$ cat config.mk
export PLATFORM = sky130hd
export DESIGN_NAME = scs_cfg_space
export DESIGN_NICKNAME = d
export VERILOG_FILES = /design/src/hw/scs_pkg.sv /design/src/hw/scs_dec_if.sv /design/src/hw/scs_cfg_space.sv /design/src/hw/scs_map_decode.sv /design/src/hw/scs_word_reg.sv
export VERILOG_INCLUDE_DIRS = /design/src /design/src/hw
export SDC_FILE = /design/constraint.sdc
export NUM_CORES = 2
export LEC_CHECK = 0
export BUFFER_PORTS_ARGS = -buffer_cell sky130_fd_sc_hd__buf_2
export CORE_MARGIN = 4
export CORE_UTILIZATION = 50
export CTS_BUF_LIST = sky130_fd_sc_hd__clkbuf_16
export DETAILED_ROUTE_END_ITERATION = 6
export PLACE_DENSITY_LB_ADDON = 0.15
export SLEW_MARGIN = 5
export SYNTH_ARGS = -nofsm -noshare
export SYNTH_HDL_FRONTEND = slang
export SYNTH_HIERARCHICAL = 1
export SYNTH_SLANG_ARGS = --single-unit
$ cat constraint.sdc
create_clock -name I_CLK_SYS -period 5.35 [get_ports I_CLK_SYS]
set_input_delay 1.3375 -clock I_CLK_SYS [delete_from_list [all_inputs] [get_ports I_CLK_SYS]]
set_output_delay 1.3375 -clock I_CLK_SYS [all_outputs]
set_load 0.01 [all_outputs]
$ cat src/hw/scs_params.svh
`ifndef SCS_PARAMS_SVH
`define SCS_PARAMS_SVH

// ****************************************************************
// port layout
// ****************************************************************
`define SCS_UP_PORT        2'h0
`define SCS_MEM_PORT_MSB   13
`define SCS_MEM_PORT_LSB   12
`define SCS_ONE_DWORD      10'h001

// ****************************************************************
// register offsets (byte offsets inside one port's 4-KB space)
// ****************************************************************
`define SCS_OFF_ID         12'h000
`define SCS_OFF_CLASS      12'h008
`define SCS_OFF_CAP_PTR    12'h034
`define SCS_OFF_PM_CAP     12'h040
`define SCS_OFF_PM_CSR     12'h044
`define SCS_OFF_MSI_CAP    12'h048
`define SCS_OFF_PCIE_CAP   12'h068
`define SCS_OFF_SSID_CAP   12'h0A4
`define SCS_OFF_SSID       12'h0A8
`define SCS_OFF_DSN_CAP    12'h100
`define SCS_OFF_SN_LOW     12'h104
`define SCS_OFF_SN_HIGH    12'h108
`define SCS_OFF_PB_CAP     12'h138
`define SCS_OFF_PB_SEL     12'h13C
`define SCS_OFF_VC_CAP     12'h148
`define SCS_OFF_PHY        12'h200
`define SCS_OFF_EEPROM     12'h260
`define SCS_OFF_I2C        12'h290
`define SCS_OFF_ACS_CAP    12'h520
`define SCS_OFF_PORT_CFG   12'h574
`define SCS_OFF_GPIO       12'h62C
`define SCS_OFF_LINK_WIDTH 12'h660
`define SCS_OFF_VS_CAP     12'h950
`define SCS_OFF_VS_HDR     12'h954
`define SCS_OFF_FIX_ID     12'h958
`define SCS_OFF_FIX_REV    12'h95C
`define SCS_OFF_CREDIT     12'h9F0
`define SCS_OFF_AER_CAP    12'hFB4

// ****************************************************************
// capability list links
// ****************************************************************
`define SCS_FIRST_CAP      8'h40
`define SCS_PM_ID          8'h01
`define SCS_PM_NEXT        8'h48
`define SCS_MSI_ID         8'h05
`define SCS_MSI_NEXT       8'h68
`define SCS_PCIE_ID        8'h10
`define SCS_PCIE_NEXT      8'hA4
`define SCS_SSID_ID        8'h0D
`define SCS_SSID_NEXT      8'h00
`define SCS_EXT_VER        4'h1
`define SCS_DSN_ID         16'h0003
`define SCS_DSN_NEXT       12'hFB4
`define SCS_AER_ID         16'h0001
`define SCS_AER_NEXT_UP    12'h138
`define SCS_AER_NEXT_DN    12'h148
`define SCS_PB_ID          16'h0004
`define SCS_PB_NEXT        12'h148
`define SCS_VC_ID          16'h0002
`define SCS_VC_NEXT_UP     12'h950
`define SCS_VC_NEXT_DN     12'h520
`define SCS_ACS_ID         16'h000D
`define SCS_ACS_NEXT       12'h950
`define SCS_VS_ID          16'h000B
`define SCS_VS_NEXT        12'h000

// ****************************************************************
// reset values and writable masks (identity values are arbitrary)
// ****************************************************************
`define SCS_RST_ID         32'h0001_0001
`define SCS_RST_CLASS      32'h0604_0000
`define SCS_RST_SSID       32'h0001_0001
`define SCS_RST_SN_LOW     32'h0000_0001
`define SCS_RST_SN_HIGH    32'h0000_0000
`define SCS_RST_VS_HDR     32'h0000_0000
`define SCS_RST_FIX_ID     32'h0001_0001
`define SCS_RST_FIX_REV    32'h0000_0001
`define SCS_RST_ZERO       32'h0000_0000
`define SCS_MASK_RO        32'h0000_0000
`define SCS_MASK_PM_CSR    32'h0000_0103
`define SCS_MASK_PB_SEL    32'h0000_00FF
`define SCS_MASK_ALL       32'hFFFF_FFFF

`endif

$ cat src/hw/scs_pkg.sv
package scs_pkg;

  // completion status returned for every request
  typedef enum logic [1:0] {
    SCS_CPL_SC,
    SCS_CPL_UR,
    SCS_CPL_CA
  } scs_cpl_t;

  // kind of storage an offset lands on
  typedef enum logic [2:0] {
    SCS_KIND_NONE,
    SCS_KIND_CONST,
    SCS_KIND_SHARED,
    SCS_KIND_LOCAL,
    SCS_KIND_UPREG
  } scs_kind_t;

endpackage : scs_pkg

$ cat src/hw/scs_dec_if.sv
`timescale 1ns/10ps
interface scs_dec_if;
  import scs_pkg::*;
  logic      [1:0]  port;
  logic      [11:0] off;
  scs_kind_t        kind;
  logic      [2:0]  idx;
  logic      [31:0] cval;

  modport req (output port, output off, input kind, input idx, input cval);
  modport map (input port, input off, output kind, output idx, output cval);
endinterface : scs_dec_if

$ cat src/hw/scs_cfg_space.sv
// What this block does
// each port has its own register space, all with the same offset layout
// every register is reachable by configuration requests and by memory requests not from downstream
// offset 40h returns power management ID 01h, next pointer 48h
// offset 48h returns MSI ID 05h, next pointer 68h
// offset 68h returns PCI Express ID 10h, next pointer A4h
// offset A4h returns subsystem ID 0Dh, next 00h ending the list
// offset 100h returns serial number ID 0003h, version 1h, next FB4h
// offset FB4h returns error reporting ID 0001h, next 138h or 148h
// power budget 138h-144h exists upstream only, ID 0004h, next 148h
// offset 148h returns virtual channel ID 0002h, next 950h or 520h
// access control at 520h-52Ch exists downstream only, ID 000Dh, next 950h
// offset 950h returns vendor ID 000Bh, next 000h ending the list
// chip setup regions exist on the upstream port only
// a shared register write is seen through every port
// the eight listed offsets are single copies shared by all ports
// capability pointer at 34h points at 40h
// each port spans a 4-KB space, PCI region plus extended region
// memory window maps port N at N times 1000h
// memory requests not from downstream and longer than one DWord end in completer abort
// sideband writes may change registers read-only to software
// unimplemented or absent offsets read zero and ignore writes
`timescale 1ns/10ps
`include "scs_params.svh"
module scs_cfg_space (
  // clock and reset
  input  wire logic              I_CLK_SYS,
  input  wire logic              I_NRST,
  // host request
  input  wire logic              I_REQ_VALID,
  input  wire logic              I_REQ_IS_MEM,
  input  wire logic              I_REQ_WRITE,
  input  wire logic              I_REQ_FROM_DS,
  input  wire logic [1:0]        I_REQ_PORT,
  input  wire logic [13:0]       I_REQ_ADDR,
  input  wire logic [9:0]        I_REQ_LEN,
  input  wire logic [3:0]        I_REQ_BE,
  input  wire logic [31:0]       I_REQ_WDATA,
  // sideband initialisation write
  input  wire logic              I_SB_VALID,
  input  wire logic [1:0]        I_SB_PORT,
  input  wire logic [11:0]       I_SB_OFF,
  input  wire logic [3:0]        I_SB_BE,
  input  wire logic [31:0]       I_SB_WDATA,
  // completion
  output logic                   O_CPL_VALID,
  output scs_pkg::scs_cpl_t      O_CPL_STATUS,
  output logic [31:0]            O_CPL_DATA
);
  import scs_pkg::*;

  // ****************************************************************
  // request decode
  // ****************************************************************
  scs_dec_if req_dec ();
  scs_dec_if sb_dec ();

  logic        is_ds_mem;
  logic        long_mem;
  logic        req_ok;
  logic        cfg_wr;
  logic        rd_now;
  logic [1:0]  req_port;
  logic [11:0] req_off;
  scs_cpl_t    err_st;

  // memory window selects the port by the 4-KB slice
  always_comb begin
    if (I_REQ_IS_MEM) begin
      req_port = I_REQ_ADDR[`SCS_MEM_PORT_MSB:`SCS_MEM_PORT_LSB];
    end else begin
      req_port = I_REQ_PORT;
    end
    req_off = I_REQ_ADDR[11:0];
  end

  assign req_dec.port = req_port;
  assign req_dec.off  = req_off;
  assign sb_dec.port  = I_SB_PORT;
  assign sb_dec.off   = I_SB_OFF;

  scs_map_decode u_req_map (
    .dec (req_dec)
  );

  scs_map_decode u_sb_map (
    .dec (sb_dec)
  );

  assign is_ds_mem = I_REQ_IS_MEM && I_REQ_FROM_DS;
  assign long_mem  = I_REQ_IS_MEM && (I_REQ_LEN != `SCS_ONE_DWORD);
  assign req_ok    = !is_ds_mem && !long_mem;
  assign cfg_wr    = I_REQ_VALID && I_REQ_WRITE && req_ok;
  assign rd_now    = I_REQ_VALID && !I_REQ_WRITE && req_ok;

  always_comb begin
    if (is_ds_mem) begin
      err_st = SCS_CPL_UR;
    end else if (long_mem) begin
      err_st = SCS_CPL_CA;
    end else begin
      err_st = SCS_CPL_SC;
    end
  end

  // ****************************************************************
  // shared single copies
  // ****************************************************************
  localparam logic [31:0] SH_RST [8] = '{`SCS_RST_ID, `SCS_RST_CLASS, `SCS_RST_SSID,
                                         `SCS_RST_SN_LOW, `SCS_RST_SN_HIGH, `SCS_RST_VS_HDR,
                                         `SCS_RST_FIX_ID, `SCS_RST_FIX_REV};
  localparam logic [31:0] UP_MASK [8] = '{`SCS_MASK_PB_SEL, `SCS_MASK_ALL, `SCS_MASK_ALL,
                                          `SCS_MASK_ALL, `SCS_MASK_ALL, `SCS_MASK_ALL,
                                          `SCS_MASK_ALL, `SCS_MASK_ALL};

  logic [31:0] shared_q [8];
  logic [31:0] up_q     [8];
  logic [31:0] local_q  [4];

  // shared words ignore the port: one copy answers every port
  for (genvar i = 0; i < 8; i++) begin : g_shared
    scs_word_reg #(
      .RST     (SH_RST[i]),
      .RW_MASK (`SCS_MASK_RO)
    ) u_reg (
      .i_clk       (I_CLK_SYS),
      .i_nrst      (I_NRST),
      .i_cfg_we    (cfg_wr && req_dec.kind == SCS_KIND_SHARED && req_dec.idx == 3'(i)),
      .i_cfg_be    (I_REQ_BE),
      .i_cfg_wdata (I_REQ_WDATA),
      .i_sb_we     (I_SB_VALID && sb_dec.kind == SCS_KIND_SHARED && sb_dec.idx == 3'(i)),
      .i_sb_be     (I_SB_BE),
      .i_sb_wdata  (I_SB_WDATA),
      .o_q         (shared_q[i])
    );
  end

  // ****************************************************************
  // upstream-only setup words
  // ****************************************************************
  for (genvar i = 0; i < 8; i++) begin : g_up
    scs_word_reg #(
      .RST     (`SCS_RST_ZERO),
      .RW_MASK (UP_MASK[i])
    ) u_reg (
      .i_clk       (I_CLK_SYS),
      .i_nrst      (I_NRST),
      .i_cfg_we    (cfg_wr && req_dec.kind == SCS_KIND_UPREG && req_dec.idx == 3'(i)),
      .i_cfg_be    (I_REQ_BE),
      .i_cfg_wdata (I_REQ_WDATA),
      .i_sb_we     (I_SB_VALID && sb_dec.kind == SCS_KIND_UPREG && sb_dec.idx == 3'(i)),
      .i_sb_be     (I_SB_BE),
      .i_sb_wdata  (I_SB_WDATA),
      .o_q         (up_q[i])
    );
  end

  // ****************************************************************
  // per-port power management control
  // ****************************************************************
  for (genvar p = 0; p < 4; p++) begin : g_local
    scs_word_reg #(
      .RST     (`SCS_RST_ZERO),
      .RW_MASK (`SCS_MASK_PM_CSR)
    ) u_reg (
      .i_clk       (I_CLK_SYS),
      .i_nrst      (I_NRST),
      .i_cfg_we    (cfg_wr && req_dec.kind == SCS_KIND_LOCAL && req_port == 2'(p)),
      .i_cfg_be    (I_REQ_BE),
      .i_cfg_wdata (I_REQ_WDATA),
      .i_sb_we     (I_SB_VALID && sb_dec.kind == SCS_KIND_LOCAL && I_SB_PORT == 2'(p)),
      .i_sb_be     (I_SB_BE),
      .i_sb_wdata  (I_SB_WDATA),
      .o_q         (local_q[p])
    );
  end

  // ****************************************************************
  // read data and completion
  // ****************************************************************
  logic [31:0] rd_d;

  always_comb begin
    case (req_dec.kind)
      SCS_KIND_CONST:  rd_d = req_dec.cval;
      SCS_KIND_SHARED: rd_d = shared_q[req_dec.idx];
      SCS_KIND_UPREG:  rd_d = up_q[req_dec.idx];
      SCS_KIND_LOCAL:  rd_d = local_q[req_port];
      default:         rd_d = 32'h0000_0000;
    endcase
  end

  always_ff @(posedge I_CLK_SYS) begin
    if (!I_NRST) begin
      O_CPL_VALID <= 1'b0;
    end else begin
      O_CPL_VALID <= I_REQ_VALID;
    end
  end

  always_ff @(posedge I_CLK_SYS) begin
    if (!I_NRST) begin
      O_CPL_STATUS <= SCS_CPL_SC;
      O_CPL_DATA   <= 32'h0000_0000;
    end else if (I_REQ_VALID) begin
      O_CPL_STATUS <= err_st;
      O_CPL_DATA   <= rd_now ? rd_d : 32'h0000_0000;
    end
  end

  // ****************************************************************
  // checks
  // ****************************************************************
  a_pm_header: assert property (@(posedge I_CLK_SYS) disable iff (!I_NRST)
    rd_now && req_off == `SCS_OFF_PM_CAP |=>
      O_CPL_VALID && O_CPL_DATA[15:0] == {`SCS_PM_NEXT, `SCS_PM_ID})
    else $error("power management header wrong");

  a_msi_header: assert property (@(posedge I_CLK_SYS) disable iff (!I_NRST)
    rd_now && req_off == `SCS_OFF_MSI_CAP |=>
      O_CPL_DATA[15:0] == {`SCS_MSI_NEXT, `SCS_MSI_ID})
    else $error("msi header wrong");

  a_pcie_header: assert property (@(posedge I_CLK_SYS) disable iff (!I_NRST)
    rd_now && req_off == `SCS_OFF_PCIE_CAP |=>
      O_CPL_DATA[15:0] == {`SCS_PCIE_NEXT, `SCS_PCIE_ID})
    else $error("pci express header wrong");

  a_ssid_header: assert property (@(posedge I_CLK_SYS) disable iff (!I_NRST)
    rd_now && req_off == `SCS_OFF_SSID_CAP |=>
      O_CPL_DATA[15:0] == {`SCS_SSID_NEXT, `SCS_SSID_ID})
    else $error("subsystem header wrong");

  a_dsn_header: assert property (@(posedge I_CLK_SYS) disable iff (!I_NRST)
    rd_now && req_off == `SCS_OFF_DSN_CAP |=>
      O_CPL_DATA == {`SCS_DSN_NEXT, `SCS_EXT_VER, `SCS_DSN_ID})
    else $error("serial number header wrong");

  a_aer_next: assert property (@(posedge I_CLK_SYS) disable iff (!I_NRST)
    rd_now && req_off == `SCS_OFF_AER_CAP |=>
      O_CPL_DATA[31:20] == ($past(req_port) == `SCS_UP_PORT ? `SCS_AER_NEXT_UP
                                                             : `SCS_AER_NEXT_DN)
      && O_CPL_DATA[15:0] == `SCS_AER_ID)
    else $error("error reporting link wrong");

  a_pb_presence: assert property (@(posedge I_CLK_SYS) disable iff (!I_NRST)
    rd_now && req_off == `SCS_OFF_PB_CAP |=>
      O_CPL_DATA == ($past(req_port) == `SCS_UP_PORT ?
                     {`SCS_PB_NEXT, `SCS_EXT_VER, `SCS_PB_ID} : 32'h0000_0000))
    else $error("power budget presence wrong");

  a_vc_next: assert property (@(posedge I_CLK_SYS) disable iff (!I_NRST)
    rd_now && req_off == `SCS_OFF_VC_CAP |=>
      O_CPL_DATA[31:20] == ($past(req_port) == `SCS_UP_PORT ? `SCS_VC_NEXT_UP
                                                             : `SCS_VC_NEXT_DN))
    else $error("virtual channel link wrong");

  a_acs_presence: assert property (@(posedge I_CLK_SYS) disable iff (!I_NRST)
    rd_now && req_off == `SCS_OFF_ACS_CAP && req_port != `SCS_UP_PORT |=>
      O_CPL_DATA == {`SCS_ACS_NEXT, `SCS_EXT_VER, `SCS_ACS_ID})
    else $error("access control header wrong");

  a_vs_end: assert property (@(posedge I_CLK_SYS) disable iff (!I_NRST)
    rd_now && req_off == `SCS_OFF_VS_CAP |=>
      O_CPL_DATA == {`SCS_VS_NEXT, `SCS_EXT_VER, `SCS_VS_ID})
    else $error("vendor header wrong");

  a_up_regions: assert property (@(posedge I_CLK_SYS) disable iff (!I_NRST)
    rd_now && req_off == `SCS_OFF_PHY && req_port != `SCS_UP_PORT |=>
      O_CPL_DATA == 32'h0000_0000)
    else $error("setup region seen on downstream port");

  a_shared_copy: assert property (@(posedge I_CLK_SYS) disable iff (!I_NRST)
    I_SB_VALID && I_SB_OFF == `SCS_OFF_SN_LOW && I_SB_BE == 4'hF && !I_REQ_VALID ##1
      rd_now && req_off == `SCS_OFF_SN_LOW && !I_SB_VALID |=>
      O_CPL_DATA == $past(I_SB_WDATA, 2))
    else $error("shared copy not seen through other port");

  a_cap_ptr: assert property (@(posedge I_CLK_SYS) disable iff (!I_NRST)
    rd_now && req_off == `SCS_OFF_CAP_PTR |=>
      O_CPL_DATA == {24'h00_0000, `SCS_FIRST_CAP})
    else $error("capability pointer wrong");

  a_len_abort: assert property (@(posedge I_CLK_SYS) disable iff (!I_NRST)
    I_REQ_VALID && I_REQ_IS_MEM && !I_REQ_FROM_DS && I_REQ_LEN != `SCS_ONE_DWORD |=>
      O_CPL_VALID && O_CPL_STATUS == SCS_CPL_CA && O_CPL_DATA == 32'h0000_0000)
    else $error("long memory request not aborted");

  a_ro_kept: assert property (@(posedge I_CLK_SYS) disable iff (!I_NRST)
    cfg_wr && req_dec.kind == SCS_KIND_SHARED && !I_SB_VALID |=>
      shared_q[$past(req_dec.idx)] == $past(shared_q[req_dec.idx]))
    else $error("software changed a read-only shared word");

  a_cpl_pulse: assert property (@(posedge I_CLK_SYS) disable iff (!I_NRST)
    O_CPL_VALID == $past(I_REQ_VALID))
    else $error("completion pulse wrong");

  a_ds_refused: assert property (@(posedge I_CLK_SYS) disable iff (!I_NRST)
    I_REQ_VALID && I_REQ_IS_MEM && I_REQ_FROM_DS |=>
      O_CPL_STATUS == SCS_CPL_UR && O_CPL_DATA == 32'h0000_0000)
    else $error("downstream memory request not refused");

  a_cfg_success: assert property (@(posedge I_CLK_SYS) disable iff (!I_NRST)
    I_REQ_VALID && !I_REQ_IS_MEM |=>
      O_CPL_VALID && O_CPL_STATUS == SCS_CPL_SC)
    else $error("configuration request not completed");

  a_absent_zero: assert property (@(posedge I_CLK_SYS) disable iff (!I_NRST)
    rd_now && req_dec.kind == SCS_KIND_NONE |=>
      O_CPL_DATA == 32'h0000_0000)
    else $error("absent offset read nonzero");
endmodule : scs_cfg_space

$ cat src/hw/scs_map_decode.sv
`timescale 1ns/10ps
`include "scs_params.svh"
module scs_map_decode (
  scs_dec_if.map dec
);
  import scs_pkg::*;

  function automatic logic [31:0] ext_hdr(input logic [15:0] id, input logic [11:0] nxt);
    ext_hdr = {nxt, `SCS_EXT_VER, id};
  endfunction : ext_hdr

  function automatic logic [31:0] std_hdr(input logic [7:0] id, input logic [7:0] nxt);
    std_hdr = {16'h0000, nxt, id};
  endfunction : std_hdr

  logic [11:0] dw;
  logic        up;

  always_comb begin
    dw       = {dec.off[11:2], 2'h0};
    up       = (dec.port == `SCS_UP_PORT);
    dec.kind = SCS_KIND_NONE;
    dec.idx  = 3'h0;
    dec.cval = 32'h0000_0000;
    case (dw)
      `SCS_OFF_ID:        begin dec.kind = SCS_KIND_SHARED; dec.idx = 3'h0; end
      `SCS_OFF_CLASS:     begin dec.kind = SCS_KIND_SHARED; dec.idx = 3'h1; end
      `SCS_OFF_SSID:      begin dec.kind = SCS_KIND_SHARED; dec.idx = 3'h2; end
      `SCS_OFF_SN_LOW:    begin dec.kind = SCS_KIND_SHARED; dec.idx = 3'h3; end
      `SCS_OFF_SN_HIGH:   begin dec.kind = SCS_KIND_SHARED; dec.idx = 3'h4; end
      `SCS_OFF_VS_HDR:    begin dec.kind = SCS_KIND_SHARED; dec.idx = 3'h5; end
      `SCS_OFF_FIX_ID:    begin dec.kind = SCS_KIND_SHARED; dec.idx = 3'h6; end
      `SCS_OFF_FIX_REV:   begin dec.kind = SCS_KIND_SHARED; dec.idx = 3'h7; end
      `SCS_OFF_PM_CSR:    begin dec.kind = SCS_KIND_LOCAL;  dec.idx = 3'h0; end
      `SCS_OFF_CAP_PTR:   begin
        dec.kind = SCS_KIND_CONST;
        dec.cval = {24'h00_0000, `SCS_FIRST_CAP};
      end
      `SCS_OFF_PM_CAP:    begin
        dec.kind = SCS_KIND_CONST;
        dec.cval = std_hdr(`SCS_PM_ID, `SCS_PM_NEXT);
      end
      `SCS_OFF_MSI_CAP:   begin
        dec.kind = SCS_KIND_CONST;
        dec.cval = std_hdr(`SCS_MSI_ID, `SCS_MSI_NEXT);
      end
      `SCS_OFF_PCIE_CAP:  begin
        dec.kind = SCS_KIND_CONST;
        dec.cval = std_hdr(`SCS_PCIE_ID, `SCS_PCIE_NEXT);
      end
      `SCS_OFF_SSID_CAP:  begin
        dec.kind = SCS_KIND_CONST;
        dec.cval = std_hdr(`SCS_SSID_ID, `SCS_SSID_NEXT);
      end
      `SCS_OFF_DSN_CAP:   begin
        dec.kind = SCS_KIND_CONST;
        dec.cval = ext_hdr(`SCS_DSN_ID, `SCS_DSN_NEXT);
      end
      `SCS_OFF_AER_CAP:   begin
        dec.kind = SCS_KIND_CONST;
        dec.cval = ext_hdr(`SCS_AER_ID, up ? `SCS_AER_NEXT_UP : `SCS_AER_NEXT_DN);
      end
      `SCS_OFF_VC_CAP:    begin
        dec.kind = SCS_KIND_CONST;
        dec.cval = ext_hdr(`SCS_VC_ID, up ? `SCS_VC_NEXT_UP : `SCS_VC_NEXT_DN);
      end
      `SCS_OFF_VS_CAP:    begin
        dec.kind = SCS_KIND_CONST;
        dec.cval = ext_hdr(`SCS_VS_ID, `SCS_VS_NEXT);
      end
      `SCS_OFF_PB_CAP:    begin
        if (up) begin
          dec.kind = SCS_KIND_CONST;
          dec.cval = ext_hdr(`SCS_PB_ID, `SCS_PB_NEXT);
        end
      end
      `SCS_OFF_ACS_CAP:   begin
        if (!up) begin
          dec.kind = SCS_KIND_CONST;
          dec.cval = ext_hdr(`SCS_ACS_ID, `SCS_ACS_NEXT);
        end
      end
      `SCS_OFF_PB_SEL:    begin if (up) begin dec.kind = SCS_KIND_UPREG; dec.idx = 3'h0; end end
      `SCS_OFF_PHY:       begin if (up) begin dec.kind = SCS_KIND_UPREG; dec.idx = 3'h1; end end
      `SCS_OFF_EEPROM:    begin if (up) begin dec.kind = SCS_KIND_UPREG; dec.idx = 3'h2; end end
      `SCS_OFF_I2C:       begin if (up) begin dec.kind = SCS_KIND_UPREG; dec.idx = 3'h3; end end
      `SCS_OFF_PORT_CFG:  begin if (up) begin dec.kind = SCS_KIND_UPREG; dec.idx = 3'h4; end end
      `SCS_OFF_GPIO:      begin if (up) begin dec.kind = SCS_KIND_UPREG; dec.idx = 3'h5; end end
      `SCS_OFF_LINK_WIDTH: begin if (up) begin dec.kind = SCS_KIND_UPREG; dec.idx = 3'h6; end end
      `SCS_OFF_CREDIT:    begin if (up) begin dec.kind = SCS_KIND_UPREG; dec.idx = 3'h7; end end
      default:            begin dec.kind = SCS_KIND_NONE; end
    endcase
  end
endmodule : scs_map_decode

$ cat src/hw/scs_word_reg.sv
`timescale 1ns/10ps
`include "scs_params.svh"
module scs_word_reg #(
  parameter logic [31:0] RST     = 32'h0000_0000,
  parameter logic [31:0] RW_MASK = 32'h0000_0000
) (
  input  wire logic        i_clk,
  input  wire logic        i_nrst,
  // write ports
  input  wire logic        i_cfg_we,
  input  wire logic [3:0]  i_cfg_be,
  input  wire logic [31:0] i_cfg_wdata,
  input  wire logic        i_sb_we,
  input  wire logic [3:0]  i_sb_be,
  input  wire logic [31:0] i_sb_wdata,
  // stored value
  output logic      [31:0] o_q
);
  logic [31:0] q_d;

  always_comb begin
    q_d = o_q;
    for (int b = 0; b < 4; b++) begin
      if (i_sb_we && i_sb_be[b]) begin
        q_d[b*8 +: 8] = i_sb_wdata[b*8 +: 8];
      end else if (i_cfg_we && i_cfg_be[b]) begin
        q_d[b*8 +: 8] = (o_q[b*8 +: 8] & ~RW_MASK[b*8 +: 8])
                      | (i_cfg_wdata[b*8 +: 8] & RW_MASK[b*8 +: 8]);
      end
    end
  end

  always_ff @(posedge i_clk) begin
    if (!i_nrst) begin
      o_q <= RST;
    end else begin
      o_q <= q_d;
    end
  end
endmodule : scs_word_reg

Word level (Yosys, flattened, before mapping)
Index checks and enable logic that the tools add are counted.

operators by class
  magnitude comparators = 2
  $add $sub $neg = 0
  shifts and indexed selects = 0
  muxes and demuxes = 113
  equal/unequal tests = 82
  bitwise gates (word level) = 10
  div/mod/pow operators = 0
  reduce and logical (&&, ||, !) cells = 213
  multiply operators = 0

operator list
  kind                                             count
  2-to-1 mux 8 bit                                 74
  case mux 32 bit (11 select lines)                1
  2-to-1 mux 32 bit                                8
  binary-select mux 32 bit (select 3 bit)          2
  logical AND 1 bit                                161
  case mux 32 bit (4 select lines)                 1
  == test 10 bit (second input constant)           12
  == test 10 x 7 -> 1 bit (second input constant)  12
  case mux 3 bit (14 select lines)                 2
  == test 10 x 5 -> 1 bit (second input constant)  8
  == test 10 x 9 -> 1 bit (second input constant)  8
  nonzero test 2 bit                               37
  binary-select mux 32 bit (select 2 bit)          1
  == test 10 x 8 -> 1 bit (second input constant)  6
  == test 10 x 6 -> 1 bit (second input constant)  4
  case mux 3 bit (6 select lines)                  2
  bitwise OR 8 x 1 -> 8 bit                        4
  bitwise OR 8 x 2 -> 8 bit                        4
  OR reduction 8 bit                               4
  == test 3 bit (second input constant)            10
  2-to-1 mux 29 bit                                1
  == test 3 x 2 -> 1 bit (second input constant)   8
  2-to-1 mux 3 bit                                 8
  == test 10 x 2 -> 1 bit (second input constant)  2
  other kinds (18)                                 40

word-level totals
  bits in latches = 0
  bits in writable memories = 0
  input port bits = 119
  word-level logic and storage cells = 503
  memories = 0
  ROM bits = 0
  register bits = 675
  output and inout port bits = 35

Longest topological paths before layout
  depth in word-level cells = 10
  depth in mapped cells = 18
  gate-level depth less buffers = 13

Cells and area by module
The synthesis kept the hierarchy.

modules (own cells, without submodules)
  module                                 sequential area each (um^2)  area each (um^2)  times used  cells an instance
  scs_word_reg at g_up[1].u_reg ...      640.6                        1978.1            7           197
  scs_cfg_space                          700.7                        7335.8            1           904
  scs_word_reg at g_local[0].u_reg ...   640.6                        1456.4            4           148
  scs_word_reg at g_shared[0].u_reg ...  640.6                        1431.4            4           151
  scs_word_reg at g_shared[3].u_reg ...  640.6                        1428.9            2           151
  scs_word_reg at g_shared[4].u_reg ...  640.6                        1426.4            2           151
  scs_map_decode                         0.0                          905.9             2           141
  scs_word_reg at g_up[0].u_reg          640.6                        1497.7            1           153

Worst setup path before layout
No wires, ideal clock.

  kind = input -> register
  start = input I_REQ_IS_MEM
  end = register g_up[6].u_reg.o_q[13]
  path buffers = 5
  data arrival time = 4644 ps
  setup time = 122 ps
  required time = 5228 ps
  stages = 18
  path slack = 584 ps
  path through = buf_6 nand2_1 a21boi_0 inv_1 or2_2 clkbuf_1 nand3_1 a21o_1 nor2b_1 nand3_1 nor3b_4 clkbuf_1 nand3_1 nor2_1 buf_6 buf_2 a21boi_0 o311a_1

on the way
  cells in the longest elaborated chain, start to end = 9
  elaborated cells between the ends (all ways) = 24
  those cells by class = eq/ne (2); mux (11); reduce/logical (11)

RTL lines
  what                                 RTL line                                    text
  start: declaration                   scs_cfg_space.sv:31                         input wire logic I_REQ_IS_MEM,
  2-to-1 mux 2 bit (*)                 scs_cfg_space.sv:69                         if (I_REQ_IS_MEM) begin
  net req_dec.port[1]                  scs_dec_if.sv:4                             logic [1:0] port;
  logical NOT 2 bit (*)                --
  2-to-1 mux 1 bit (on tied branches)  scs_map_decode.sv:78, scs_map_decode.sv:72
  case mux 3 bit (6 select lines) (*)  scs_map_decode.sv:25                        case (dw)
  net req_dec.kind[0]                  scs_dec_if.sv:6                             scs_kind_t kind;
  == test 3 bit (*)                    scs_cfg_space.sv:148                        .i_cfg_we (cfg_wr && req_dec.kind == SCS_KIND_UPREG && req_dec.idx == 3'(i)),
  logical AND 1 bit (*) (2 in a row)   scs_cfg_space.sv:148
  logical AND 1 bit (*)                scs_word_reg.sv:26                          end else if (i_cfg_we && i_cfg_be[b]) begin
  nonzero test 2 bit (no line) (*)     --
  end signal: assignment               scs_word_reg.sv:37                          o_q <= q_d;
  end: declaration                     scs_word_reg.sv:17                          output logic [31:0] o_q

The timed path passes the listed nets; every way through them passes the cells marked *.
A chain may end at the register's enable or synchronous reset.

Worst setup path after layout
  start = input I_REQ_IS_MEM
  end = register g_up[2].u_reg.o_q[26]

on the way
  cells in the longest elaborated chain, start to end = 9
  elaborated cells between the ends (all ways) = 24
  those cells by class = eq/ne (2); mux (11); reduce/logical (11)

RTL lines
  what                                 RTL line
  2-to-1 mux 2 bit (*)                 scs_cfg_space.sv:69
  net req_dec.port[0]                  scs_dec_if.sv:4
  logical NOT 2 bit (*)                --
  2-to-1 mux 1 bit (on tied branches)  scs_map_decode.sv:78, scs_map_decode.sv:72
  case mux 3 bit (6 select lines) (*)  scs_map_decode.sv:25
  net req_dec.kind[0]                  scs_dec_if.sv:6
  == test 3 bit (*)                    scs_cfg_space.sv:148
  logical AND 1 bit (*) (2 in a row)   scs_cfg_space.sv:148
  logical AND 1 bit (*)                scs_word_reg.sv:26
  nonzero test 2 bit (no line) (*)     --
  end signal: assignment               scs_word_reg.sv:37
  end: declaration                     scs_word_reg.sv:17

Marked as above.

==> summary.md <==
| Metric | Value |
|---|---|
| Run status | finished with violations |
| Failing checks | DRC |
| # clock sinks | around 680 |
| Final Slew Violations | 0 |
| CTS Buffer Depth | 3 |
| Port Buf Inserts | roughly 150 |
| CP Class | input pin to flop |
| Setup Fix Bufs, Post-CTS | 0 |
| Overflow after GRT | 0 |
| Maximum VDD drop | 0.214 mV |
| RR Startpoint | g_up[2].u_reg/o_q[10] |
| DIE AREA | between 80,000 and 90,000 um2 |
| Final Wtd Congestion | ~0.9 |
| Antenna violation net count after detailed routing | 0 |
| Chip width | about 300 um |
| Core ar. | just over 80,000 um2 |
| Setup TNS | 0 ns |
| Final Skew | approximately 0.027 ns |
| Num rows | around 110 |
| Crit-path max FO | 44 |
| DRT met1 WL | between 60,000 and 70,000 um |
| H-tree depth | 3 |
| Vias in the first global route | around 34,000 |
| Synthesized area | between 40,000 and 50,000 um2 |
| TritonCTS clock tree | done |
| Hold WS | 0.455 ns |
| Syn avg cell area | roughly 9.3 um2 |
| Max Freq | between 200 and 250 MHz |
| Maxcap violations | 0 |
| Largest net degree at the start of global routing | roughly 160 |
| Critical path startpoint category | input pin |
| First-pass GRT wire length | 218,000 um |
| Met2 routed wirelength | approximately 64,000 um |
| Final hold vios | 0 |
| WHS Path Cells | 2 |
| RSZ-0062 raised after global routing | false |
| WP data arrival | roughly 5 ns |
| Worst R2R Path Depth | 5 |
| FF-to-FF setup slack | 3.56 ns |
| HP Class | flop to flop |
| Io pins | between 150 and 200 |
| Clock latency on the worst-skew pair | roughly 0.65 ns |
| Syn. warnings | 6 |
| Worst Hold Path EP | g_shared[4].u_reg/o_q[17] |
| Detailed router's first-iteration violation count | approximately 3,900 |
| Initial antenna violation count | 18 |
| Tcrit/Tclk final | a little under nine tenths |
| Slew HR | between 20 and 30% |
| Hpwl dp | just over 90,000 um |
| Die height | 296 um |
| DR vias/cell | 6.83 |
| Met3 wire len | between 10,000 and 15,000 um |
| Clock Tree Root | clkbuf_16 |
| Num CTS Buffers | 80 |
| Worst R2R End | O_CPL_DATA[10] |
| Critical Path RT | just under 6 ns |
| Share of cells above drive strength 1 | about a fifth |
| WL/cell | roughly 27 um |
| Final Setup Violations | 0 |
| Routed via count | around 37,000 |
| DR DRC count | 2 |
| Router iterations before antenna repair | 7 |
| Crit. End Element | flop |
| Leakage power total | 0.0172 uW |
| Cells after Synth | around 4,500 |
| Pwr/cell area | between 200 and 250 nW/um2 |
| Max Used Layer | met5 |
| Final WL | between 100,000 and 150,000 um |
| Final min period | 4.62 ns |
| Fin nets | between 4,000 and 5,000 |
| Hold Buf Count CTS | 0 |
| Worst slew pin tran | roughly 1.1 ns |
| Clock transition at path regs | about 0.06 ns |
| Area growth, synth to finish | 7.21% |
| Initial Util | slightly above 50% |
| HP Start | g_shared[4].u_reg/o_q[17] |
| All-Layer GR Usage | 31.7% |
| Post_cts resized | 0 |
layout by cell type, fill, tap and decap left out, types with 36 or more instances in the layout:
master	n
a31oi_1	36
mux2i_1	148
o221ai_1	89
nor2_1	46
and3_1	384
nand2_1	276
a221o_1	177
a22o_1	63
a21oi_1	66
clkbuf_16	81
nand3b_1	82
dfxtp_1	675
buf_12	38
nand4_1	256
buf_2	143
buf_4	121
a21boi_0	330
o21ai_2	245
o21ai_1	54
o21a_1	174
inv_1	41
o21ai_0	49
o311a_1	244
nor2b_1	41
a21boi_1	53
where the power goes:
part	leakage (uW)	switching (uW)	internal [uW]
registers	0.00543	0.761	5030
logic	0.0105	599	154
clock network	0.00127	2340	2950
total	0.0172	2940	8140
metal layers:
layer / track usage [%] / up-vias
li1: - / 17000
met1: 45.3 / 18400
met2: 48.0 / 1467
met3: 4.99 / 285
met4: 12.7 / 6
met5: 0 / -
critical path, cell delays in order:
cell,delay [ns]
buf_2,0.22
nor2b_1,0.14
a21oi_1,0.42
inv_1,0.17
or2_2,0.32
nand3_1,0.11
a21o_1,0.19
nor2b_1,0.18
nand3_1,0.30
nor3b_4,0.30
nand3_1,0.35
nor2_4,0.23
buf_12,0.27
a22oi_4,0.14
o311a_1,0.39
flip-flops by register name, summed over array words and instances, names as in the netlist:
signal,flops
g_shared.u_reg/o_q,256
g_up.u_reg/o_q,256
g_local.u_reg/o_q,128
O_CPL_DATA,32
O_CPL_STATUS,2
O_CPL_VALID,1
metrics by stage:
stage / util [%] / total power (uW) / area [um2] / cells / worst slack (ns)
detailed placement: 51.1 / 5870 / 41900 / 5279 / 0.168
global route: 54.1 / 11400 / 44400 / 5431 / 0.581
CTS: 54.1 / 11100 / 44400 / 5425 / 0.814
floorplan: - / 5550 / 41500 / 4472 / 0.585
finish: 54.1 / 11100 / 44400 / 5434 / 0.731
global placement: 51.1 / 5860 / 41900 / 5279 / 0.229
worst max path at each step:
stage                 startpoint                     to  slack, ns  cells past startpoint
floorplan           I_REQ_IS_MEM  g_up[6].u_reg/o_q[13]       0.58                     18
global placement    I_REQ_IS_MEM   g_up[6].u_reg/o_q[7]       0.23                     15
detailed placement  I_REQ_IS_MEM   g_up[6].u_reg/o_q[4]       0.17                     15
CTS                 I_REQ_IS_MEM   g_up[6].u_reg/o_q[7]       0.81                     15
global route        I_REQ_IS_MEM  g_up[6].u_reg/o_q[16]       0.58                     15
finish              I_REQ_IS_MEM  g_up[2].u_reg/o_q[26]       0.73                     15
area by class of cell:
class,instances,area [um2]
Antenna cell,9,22.5
Clock buffer,81,2030
Clock inverter,65,450
Fill cell,7436,37700
Inverter,29,109
Multi-Input combinational cell,3198,24500
Sequential cell,675,13500
Tap cell,1070,1340
Timing Repair Buffer,307,2450
No activity file was read; power rests on OpenSTA's default activity.
